===== src/sgotr_pkg.sv =====
package sgotr_pkg;

  // ----------------------------------------
  // Register offsets
  // ----------------------------------------
  localparam logic [7:0] SGOTR_GATE_OFF = 8'h5c;
  localparam logic [7:0] SGOTR_TRIM_OFF = 8'h60;
  localparam logic [7:0] SGOTR_RTC_OFF = 8'h80;
  localparam logic [7:0] SGOTR_IRQ_STAT_OFF = 8'h64;
  localparam logic [7:0] SGOTR_IRQ_MASK_OFF = 8'h68;

  // ----------------------------------------
  // Field positions, reset values and the fast divider limit
  // ----------------------------------------
  localparam int SGOTR_TRIM_SRC_BIT = 26;
  localparam int SGOTR_TRIM_MAN_BIT = 25;
  localparam int SGOTR_TRIM_START_BIT = 0;
  localparam int SGOTR_RTC_RST_BIT = 1;
  localparam logic [7:0] SGOTR_CAL_RST = 8'h80;
  localparam logic [7:0] SGOTR_SCALE_RST = 8'hff;
  localparam logic [6:0] SGOTR_PSCALE_RST = 7'h7f;
  localparam logic [7:0] SGOTR_FAST_DIV_LAST = 8'h7f;

  // ----------------------------------------
  // Trim timing
  // ----------------------------------------
  localparam logic [11:0] SGOTR_TRIM_TARGET = 12'h07a;
  localparam logic [11:0] SGOTR_TRIM_TOL = 12'h001;
  localparam logic [11:0] SGOTR_REF_TIMEOUT = 12'h0800;

  typedef enum logic [2:0] {
    SGOTR_IDLE = 3'b001,
    SGOTR_WAIT = 3'b010,
    SGOTR_MEAS = 3'b100
  } sgotr_trim_st_t;

  typedef struct packed {
    logic [3:0] gate;
    logic trim_src;
    logic [7:0] cal;
    logic [11:0] cnt_fb;
    logic fail;
    logic trim_mismatch_flag;
    sgotr_trim_st_t st;
    logic [11:0] cnt;
    logic ref_d;
    logic cal_dir;
    logic [5:0] cal_amt;
    logic [7:0] scale;
    logic [6:0] pscale;
    logic [1:0] src;
    logic rtc_rst;
    logic count_on;
    logic [7:0] fdiv;
    logic [6:0] pcnt;
    logic [7:0] scnt;
    logic src_d;
    logic tick;
    logic [1:0] irq_stat;
    logic [1:0] irq_mask;
    logic [31:0] prdata;
  } sgotr_state_t;

endpackage


===== src/sgotr_top.sv =====
// The APB register port is this design's own decision.
`timescale 1ns/1ns
module sgotr_top (
  input wire logic clock_i,
  input wire logic rstn_i,
  input wire logic ce_i,
  input wire logic psel_i,
  input wire logic penable_i,
  input wire logic pwrite_i,
  input wire logic [7:0] paddr_i,
  input wire logic [31:0] pwdata_i,
  output logic [31:0] prdata_o,
  output logic pready_o,
  output logic pslverr_o,
  input wire logic trim_ref_pin_i,
  input wire logic slow_ext_ref_i,
  input wire logic fast_osc_clk_i,
  input wire logic slow_ext_osc_i,
  input wire logic slow_int_osc_i,
  input wire logic fast_ext_osc_i,
  output logic [3:0] port_sleep_gate_o,
  output logic manual_trim_pulse_o,
  output logic [7:0] osc_cal_o,
  output logic rtc_tick_o,
  output logic rtc_counter_reset_o,
  output logic rtc_count_on_o,
  output logic [5:0] cal_amount_o,
  output logic cal_direction_o,
  output logic irq_o
);

  sgotr_pkg::sgotr_state_t s_r;
  sgotr_pkg::sgotr_state_t s_nxt;
  logic wr;
  logic rd_ok;
  logic ref_sel;
  logic src_clk;
  logic man_nxt;
  logic man_r;
  logic [11:0] diff;
  logic [1:0] ev;

  // ----------------------------------------
  // Bus decode
  // ----------------------------------------
  // Access phase completes at once; unmapped offsets answer with an error.
  assign wr = psel_i & penable_i & pwrite_i;
  assign rd_ok = (paddr_i == sgotr_pkg::SGOTR_GATE_OFF) | (paddr_i == sgotr_pkg::SGOTR_TRIM_OFF)
               | (paddr_i == sgotr_pkg::SGOTR_RTC_OFF) | (paddr_i == sgotr_pkg::SGOTR_IRQ_STAT_OFF)
               | (paddr_i == sgotr_pkg::SGOTR_IRQ_MASK_OFF);
  assign pready_o = 1'b1;
  assign pslverr_o = psel_i & penable_i & ~rd_ok;
  assign prdata_o = s_r.prdata;

  // Reference for the trim: pin or slow crystal, but a trim only starts with the pin selected.
  assign ref_sel = s_r.trim_src ? slow_ext_ref_i : trim_ref_pin_i;
  assign diff = (s_r.cnt > sgotr_pkg::SGOTR_TRIM_TARGET) ?
                s_r.cnt - sgotr_pkg::SGOTR_TRIM_TARGET : sgotr_pkg::SGOTR_TRIM_TARGET - s_r.cnt;

  // Source clock level for the RTC divider.
  always_comb begin
    unique case (s_r.src)
      2'b00: src_clk = 1'b0;
      2'b01: src_clk = slow_ext_osc_i;
      2'b10: src_clk = slow_int_osc_i;
      default: src_clk = s_r.fdiv[7];
    endcase
  end

  // ----------------------------------------
  // Next state
  // ----------------------------------------
  // All registers, trim engine and divider chain in one pass.
  always_comb begin
    s_nxt = s_r;
    man_nxt = 1'b0;
    ev = 2'b00;
    s_nxt.tick = 1'b0;
    s_nxt.rtc_rst = 1'b0;
    s_nxt.ref_d = ref_sel;
    s_nxt.src_d = src_clk;
    // Read data is loaded only in a read setup cycle and holds until the next one.
    // Reserved read zero.
    if (psel_i & ~penable_i & ~pwrite_i) begin
      unique case (paddr_i)
        sgotr_pkg::SGOTR_GATE_OFF: s_nxt.prdata = {28'h000_0000, s_r.gate};
        sgotr_pkg::SGOTR_TRIM_OFF: s_nxt.prdata = {5'h00, s_r.trim_src, 2'b00, s_r.cal,
          s_r.cnt_fb, s_r.fail, s_r.trim_mismatch_flag, s_r.st != sgotr_pkg::SGOTR_IDLE, 1'b0};
        sgotr_pkg::SGOTR_RTC_OFF: s_nxt.prdata = {1'b0, s_r.cal_dir, s_r.cal_amt, s_r.scale,
          1'b0, s_r.pscale, 4'h0, s_r.src, 1'b0, s_r.count_on};
        sgotr_pkg::SGOTR_IRQ_STAT_OFF: s_nxt.prdata = {30'h0000_0000, s_r.irq_stat};
        sgotr_pkg::SGOTR_IRQ_MASK_OFF: s_nxt.prdata = {30'h0000_0000, s_r.irq_mask};
        default: s_nxt.prdata = 32'h0000_0000;
      endcase
    end
    // Trim engine: count clock cycles with the fast clock high over one reference period.
    unique case (s_r.st)
      sgotr_pkg::SGOTR_IDLE: begin
      end
      sgotr_pkg::SGOTR_WAIT: begin
        s_nxt.cnt = s_r.cnt + 12'h001;
        if (ref_sel & ~s_r.ref_d) begin
          s_nxt.cnt = 12'h000;
          s_nxt.st = sgotr_pkg::SGOTR_MEAS;
        end else if (s_r.cnt == sgotr_pkg::SGOTR_REF_TIMEOUT) begin
          s_nxt.fail = 1'b1;
          ev[0] = 1'b1;
          s_nxt.st = sgotr_pkg::SGOTR_IDLE;
        end
      end
      sgotr_pkg::SGOTR_MEAS: begin
        if (fast_osc_clk_i) begin
          s_nxt.cnt = s_r.cnt + 12'h001;
        end
        if (ref_sel & ~s_r.ref_d) begin
          s_nxt.cnt_fb = s_r.cnt;
          s_nxt.trim_mismatch_flag = diff > sgotr_pkg::SGOTR_TRIM_TOL;
          if (s_r.cnt < sgotr_pkg::SGOTR_TRIM_TARGET) begin
            s_nxt.cal = s_r.cal + 8'h01;
          end else if (s_r.cnt > sgotr_pkg::SGOTR_TRIM_TARGET) begin
            s_nxt.cal = s_r.cal - 8'h01;
          end
          ev[0] = 1'b1;
          s_nxt.st = sgotr_pkg::SGOTR_IDLE;
        end
      end
      default: s_nxt.st = sgotr_pkg::SGOTR_IDLE;
    endcase
    s_nxt.fdiv = s_r.fdiv;
    if (fast_ext_osc_i) begin
      // Divide the fast crystal by 256: bit 7 toggles after every 128 cycles with it high.
      s_nxt.fdiv = (s_r.fdiv[6:0] == sgotr_pkg::SGOTR_FAST_DIV_LAST[6:0]) ?
                   {~s_r.fdiv[7], 7'h00} : s_r.fdiv + 8'h01;
    end
    if (src_clk & ~s_r.src_d) begin
      if (s_r.pcnt >= s_r.pscale) begin
        s_nxt.pcnt = 7'h00;
        if (s_r.scnt >= s_r.scale) begin
          s_nxt.scnt = 8'h00;
          s_nxt.tick = s_r.count_on;
          ev[1] = s_r.count_on;
        end else begin
          s_nxt.scnt = s_r.scnt + 8'h01;
        end
      end else begin
        s_nxt.pcnt = s_r.pcnt + 7'h01;
      end
    end
    // Register writes.
    if (wr) begin
      unique case (paddr_i)
        sgotr_pkg::SGOTR_GATE_OFF: begin
          s_nxt.gate = pwdata_i[3:0];
        end
        sgotr_pkg::SGOTR_TRIM_OFF: begin
          s_nxt.trim_src = pwdata_i[sgotr_pkg::SGOTR_TRIM_SRC_BIT];
          s_nxt.cal = pwdata_i[23:16];
          man_nxt = pwdata_i[sgotr_pkg::SGOTR_TRIM_MAN_BIT];
          if (pwdata_i[sgotr_pkg::SGOTR_TRIM_START_BIT] & ~pwdata_i[sgotr_pkg::SGOTR_TRIM_SRC_BIT]
              & (s_r.st == sgotr_pkg::SGOTR_IDLE)) begin
            s_nxt.st = sgotr_pkg::SGOTR_WAIT;
            s_nxt.cnt = 12'h000;
            s_nxt.fail = 1'b0;
            s_nxt.trim_mismatch_flag = 1'b0;
          end
        end
        sgotr_pkg::SGOTR_RTC_OFF: begin
          s_nxt.cal_dir = pwdata_i[30];
          s_nxt.cal_amt = pwdata_i[29:24];
          s_nxt.scale = pwdata_i[23:16];
          s_nxt.pscale = pwdata_i[14:8];
          s_nxt.src = pwdata_i[3:2];
          s_nxt.rtc_rst = pwdata_i[sgotr_pkg::SGOTR_RTC_RST_BIT];
          s_nxt.count_on = pwdata_i[0];
        end
        sgotr_pkg::SGOTR_IRQ_STAT_OFF: begin
          // Write one clears.
          s_nxt.irq_stat = s_r.irq_stat & ~pwdata_i[1:0];
        end
        sgotr_pkg::SGOTR_IRQ_MASK_OFF: s_nxt.irq_mask = pwdata_i[1:0];
        default: begin
        end
      endcase
    end
    // Events are applied last, so a set in the clearing cycle wins.
    s_nxt.irq_stat = s_nxt.irq_stat | ev;
  end

  // ----------------------------------------
  // State register
  // ----------------------------------------
  // Synchronous reset; clock enable freezes everything.
  always_ff @(posedge clock_i) begin
    if (!rstn_i) begin
      s_r <= '0;
      s_r.cal <= sgotr_pkg::SGOTR_CAL_RST;
      s_r.scale <= sgotr_pkg::SGOTR_SCALE_RST;
      s_r.pscale <= sgotr_pkg::SGOTR_PSCALE_RST;
      s_r.st <= sgotr_pkg::SGOTR_IDLE;
      man_r <= 1'b0;
    end else if (ce_i) begin
      s_r <= s_nxt;
      man_r <= man_nxt;
    end
  end

  // Outputs from flip-flops.
  assign port_sleep_gate_o = s_r.gate;
  assign manual_trim_pulse_o = man_r;
  assign osc_cal_o = s_r.cal;
  assign rtc_tick_o = s_r.tick;
  assign rtc_counter_reset_o = s_r.rtc_rst;
  assign rtc_count_on_o = s_r.count_on;
  assign cal_amount_o = s_r.cal_amt;
  assign cal_direction_o = s_r.cal_dir;
  assign irq_o = |(s_r.irq_stat & s_r.irq_mask);

endmodule


===== config.mk =====
export PLATFORM = sky130hd
export DESIGN_NAME = sgotr_top
export DESIGN_NICKNAME = d
export VERILOG_FILES = /design/src/sgotr_pkg.sv /design/src/sgotr_top.sv
export SDC_FILE = /design/constraint.sdc
export NUM_CORES = 1
export LEC_CHECK = 0
export BUFFER_PORTS_ARGS = -buffer_cell sky130_fd_sc_hd__buf_2
export CORE_ASPECT_RATIO = 1.2
export CORE_MARGIN = 3
export CORE_UTILIZATION = 55
export DETAILED_ROUTE_END_ITERATION = 6
export PLACE_DENSITY = 0.87
export SLEW_MARGIN = 20
export SYNTH_ARGS = -nofsm -noshare
export SYNTH_HDL_FRONTEND = slang
export SYNTH_SLANG_ARGS = --single-unit

===== constraint.sdc =====
create_clock -name clock_i -period 2.75 [get_ports clock_i]
set_input_delay 0.275 -clock clock_i [delete_from_list [all_inputs] [get_ports clock_i]]
set_output_delay 0.275 -clock clock_i [all_outputs]
set_load 0.02 [all_outputs]

==> results_dict.tcl <==
set metrics [dict create \
    drt_iter0_drc 697 \
    power_frac_comb 0.043 \
    antenna_found_initial 0 \
    routed.top_layer "met4" \
    wl_met2_mm 9.52 \
    cp_max_fo 10 \
    num_vias 6756 \
    cts_setup_buffers 0 \
    hp-start "pwdata_i[11]" \
    period_minus_slack_ns 2.56 \
    swShare 0.232 \
    dieArea_um2 14900 \
    synth_fp_nets 981 \
    dpl.hpwl_mm 13.4 \
    coreArea_um2 12900 \
    powerDensity_nw_per_um2 538 \
    cp-start-kind "flip-flop" \
    finalWorstSetupSlack_ns 0.194 \
    yosysWarnings 0 \
    ios 110 \
    synthMuxAreaShare 0.0151 \
    p_switching_mw 1.04 \
    hold_path.class "input pin to flip-flop" \
    place.gp.congestion 0.946 \
    synthArstFlopShare 0 \
    h-tree-depth 4 \
    utilization 0.643 \
    synth_ff_type "dfxtp_1" \
    hold_end "s_r[68]" \
    layout_commonest_cell "dfxtp_1" \
    wl_per_cell_um 17.2 \
    multi_input_area_um2 4080 \
    area.growth.synth_to_final_pct 12.3 \
    route.met3.wl_mm 1.24 \
    synth_xor_area_frac 0.0214 \
    syn_inst 902 \
    min_delay_path_depth 3 \
    synth_top_family_by_area "simple AND/OR/NAND/NOR gates" \
    cts_resized 0 \
    routed_via_density 6.06 \
    seq_power_share 0.428 \
    wirelength_mm 19.2 \
    synth_enable_flop_cells 0 \
    status "completed" \
    synthSimpleGateAreaFrac 0.244 \
    grt_max_degree 48 \
    r2r-end "s_r[45]" \
    post-place-ws_ns 0.230 \
    tightest_slew_ns 0.750 \
    fill_cells 1018 \
    clk_path_buf_depth 2 \
    drc_errors 0 \
    required_ns 3.09 \
    slew_violations 0 \
    skew_ns 0.00965 \
    path_class "flip-flop to flip-flop" \
    wl_met1_mm 7.79 \
    ys_seq_elements 130 \
    hold_viol 0 \
    power_frac_clock 0.529 \
    drtPass1Iterations 5 \
    max-vdd-ir-drop_v 0.000443 \
    fin_nets 1017 \
    num_antenna_cells 0 \
    r2r_start "s_r[46]" \
    grt_overflow 0 \
    path_clk_slew_ns 0.06 \
    clockRootBuffer "clkbuf_16" \
    cts_made_buffers 17 \
    portBuffers 101 \
    fmax_mhz 391 \
    cp-end-kind "flip-flop" \
    synth_adder_area_share 0.0458 \
    drive_gt1_frac 0.188 \
    rrSetupSlack_ns 0.19 \
    maxSlewHeadroom 0.499 \
    tns_ns 0 \
    cts_tree "built" \
    ant_nets 0 \
    grt_use_total 0.254 \
    grt_first_pass_wirelength_mm 31.5 \
    reg2regPathDepth 9 \
    rows 45 \
    yosys.cell_types.count 75 \
    avgSynthCellArea_um2 8.19 \
    seq_area_frac_synth 0.352 \
    grt_pass1_vias 6496 \
    clock_sinks 130 \
    fin_crit_sh 0.929 \
    start_util 0.573 \
    synth.cell_area_um2 7380 \
    seq_area_um2 2600 \
    setup_viol 0 \
    holdBufCountCts 0 \
    mostFrequentLayoutCells "130 x dfxtp_1, 127 x nand2_1, 101 x buf_2" \
    synth-compound-area-share 0.224 \
    die_w_um 112 \
    clock_latency_ns 0.42 \
    rsz0062_at_grt "false" \
    die_h_um 133 \
    crit_arrival_ns 2.90 \
    max-cap-violations 0 \
    p_int_mw 3.42 \
    p_leak_nw 3.42 \
]
## worst max path at each step
stage | from | end | cells after the start
final | s_r[46] | s_r[45] | 9
after CTS | s_r[46] | s_r[45] | 9
after detailed placement | s_r[46] | s_r[45] | 9
after global routing | s_r[46] | s_r[45] | 9
after floorplan | s_r[46] | s_r[40] | 9
after global placement | s_r[46] | s_r[35] | 9
## cell usage after synthesis, types with 12 or more instances
library cell / instances / area, um2
nand2_1: 127 / 477
nor3b_1: 18 / 135
o211ai_1: 20 / 150
o21ai_0: 34 / 170
nand3_1: 31 / 155
clkbuf_1: 40 / 150
ha_1: 27 / 338
a22oi_1: 12 / 90.1
nand4_1: 12 / 75.1
inv_1: 33 / 124
dfxtp_1: 130 / 2600
and2_1: 21 / 131
a221oi_1: 17 / 149
buf_4: 52 / 390
a21oi_1: 31 / 155
nor2_1: 54 / 203
nor2b_1: 20 / 125
a21boi_0: 42 / 315
## power by group through the flow
stage	sequential, mW	clock, mW	combinational [mW]
3_5_place_dp	1.95	0	0.189
2_1_floorplan	1.95	0	0.124
6_report	1.91	2.36	0.192
4_1_cts	1.91	2.38	0.191
5_1_grt	1.91	2.48	0.208
3_3_place_gp	1.95	0	0.186
## per-stage QoR
step	hold WS (ns)	total power, mW	area [um2]	instances
finish	0.0895	4.46	8290	1115
global placement	0.447	2.14	7670	1083
floorplan	0.399	2.07	7380	902
CTS	0.0859	4.48	8290	1115
detailed placement	0.464	2.14	7670	1083
global route	0.0889	4.59	8290	1115
## sequential cells by signal, summed over array words and instances, names as in the netlist
register	flops
s_r	76
prdata_o	31
rtc_counter_reset_o	1
port_sleep_gate_o	4
cal_direction_o	1
rtc_count_on_o	1
rtc_tick_o	1
osc_cal_o	8
cal_amount_o	6
manual_trim_pulse_o	1
## kinds of logic (layout without fill, tap and decap cells)
logic type | after synthesis | in the layout
AO/OA/AOI/OAI | 229 | 229
XOR/XNOR | 18 | 18
adder cells (fa/ha/maj) | 27 | 27
buffers and inverters | 136 | 185
flip-flops | 130 | 130
multiplexers | 11 | 11
other | 2 | 2
AND/OR/NAND/NOR | 349 | 349
## per-layer routing
metal  track usage  vias to the layer above
li1              -                     3228
met1         0.309                     3177
met2         0.430                      287
met3        0.0586                       64
met4         0.108                        0
met5             0                        -
## critical path, cell delays in order (launching register included)
cell      delay, ns
dfxtp_1        0.39
inv_1          0.07
ha_1           0.28
nand2b_1       0.10
a21o_1         0.12
a21oi_1        0.06
o21ai_0        0.57
o211ai_4       0.20
or4_1          0.53
a21oi_1        0.16
## area by class of cell
| class | count | area share |
|---|---|---|
| clock buffers | 17 | 0.0513 |
| clock inverters | 15 | 0.0235 |
| inverters | 33 | 0.0149 |
| multi-input cells | 636 | 0.492 |
| flip-flops and latches | 130 | 0.314 |
| well taps | 164 | 0.0247 |
| repair buffers | 120 | 0.0797 |
Note: power is estimated with default switching activity, not from simulation.
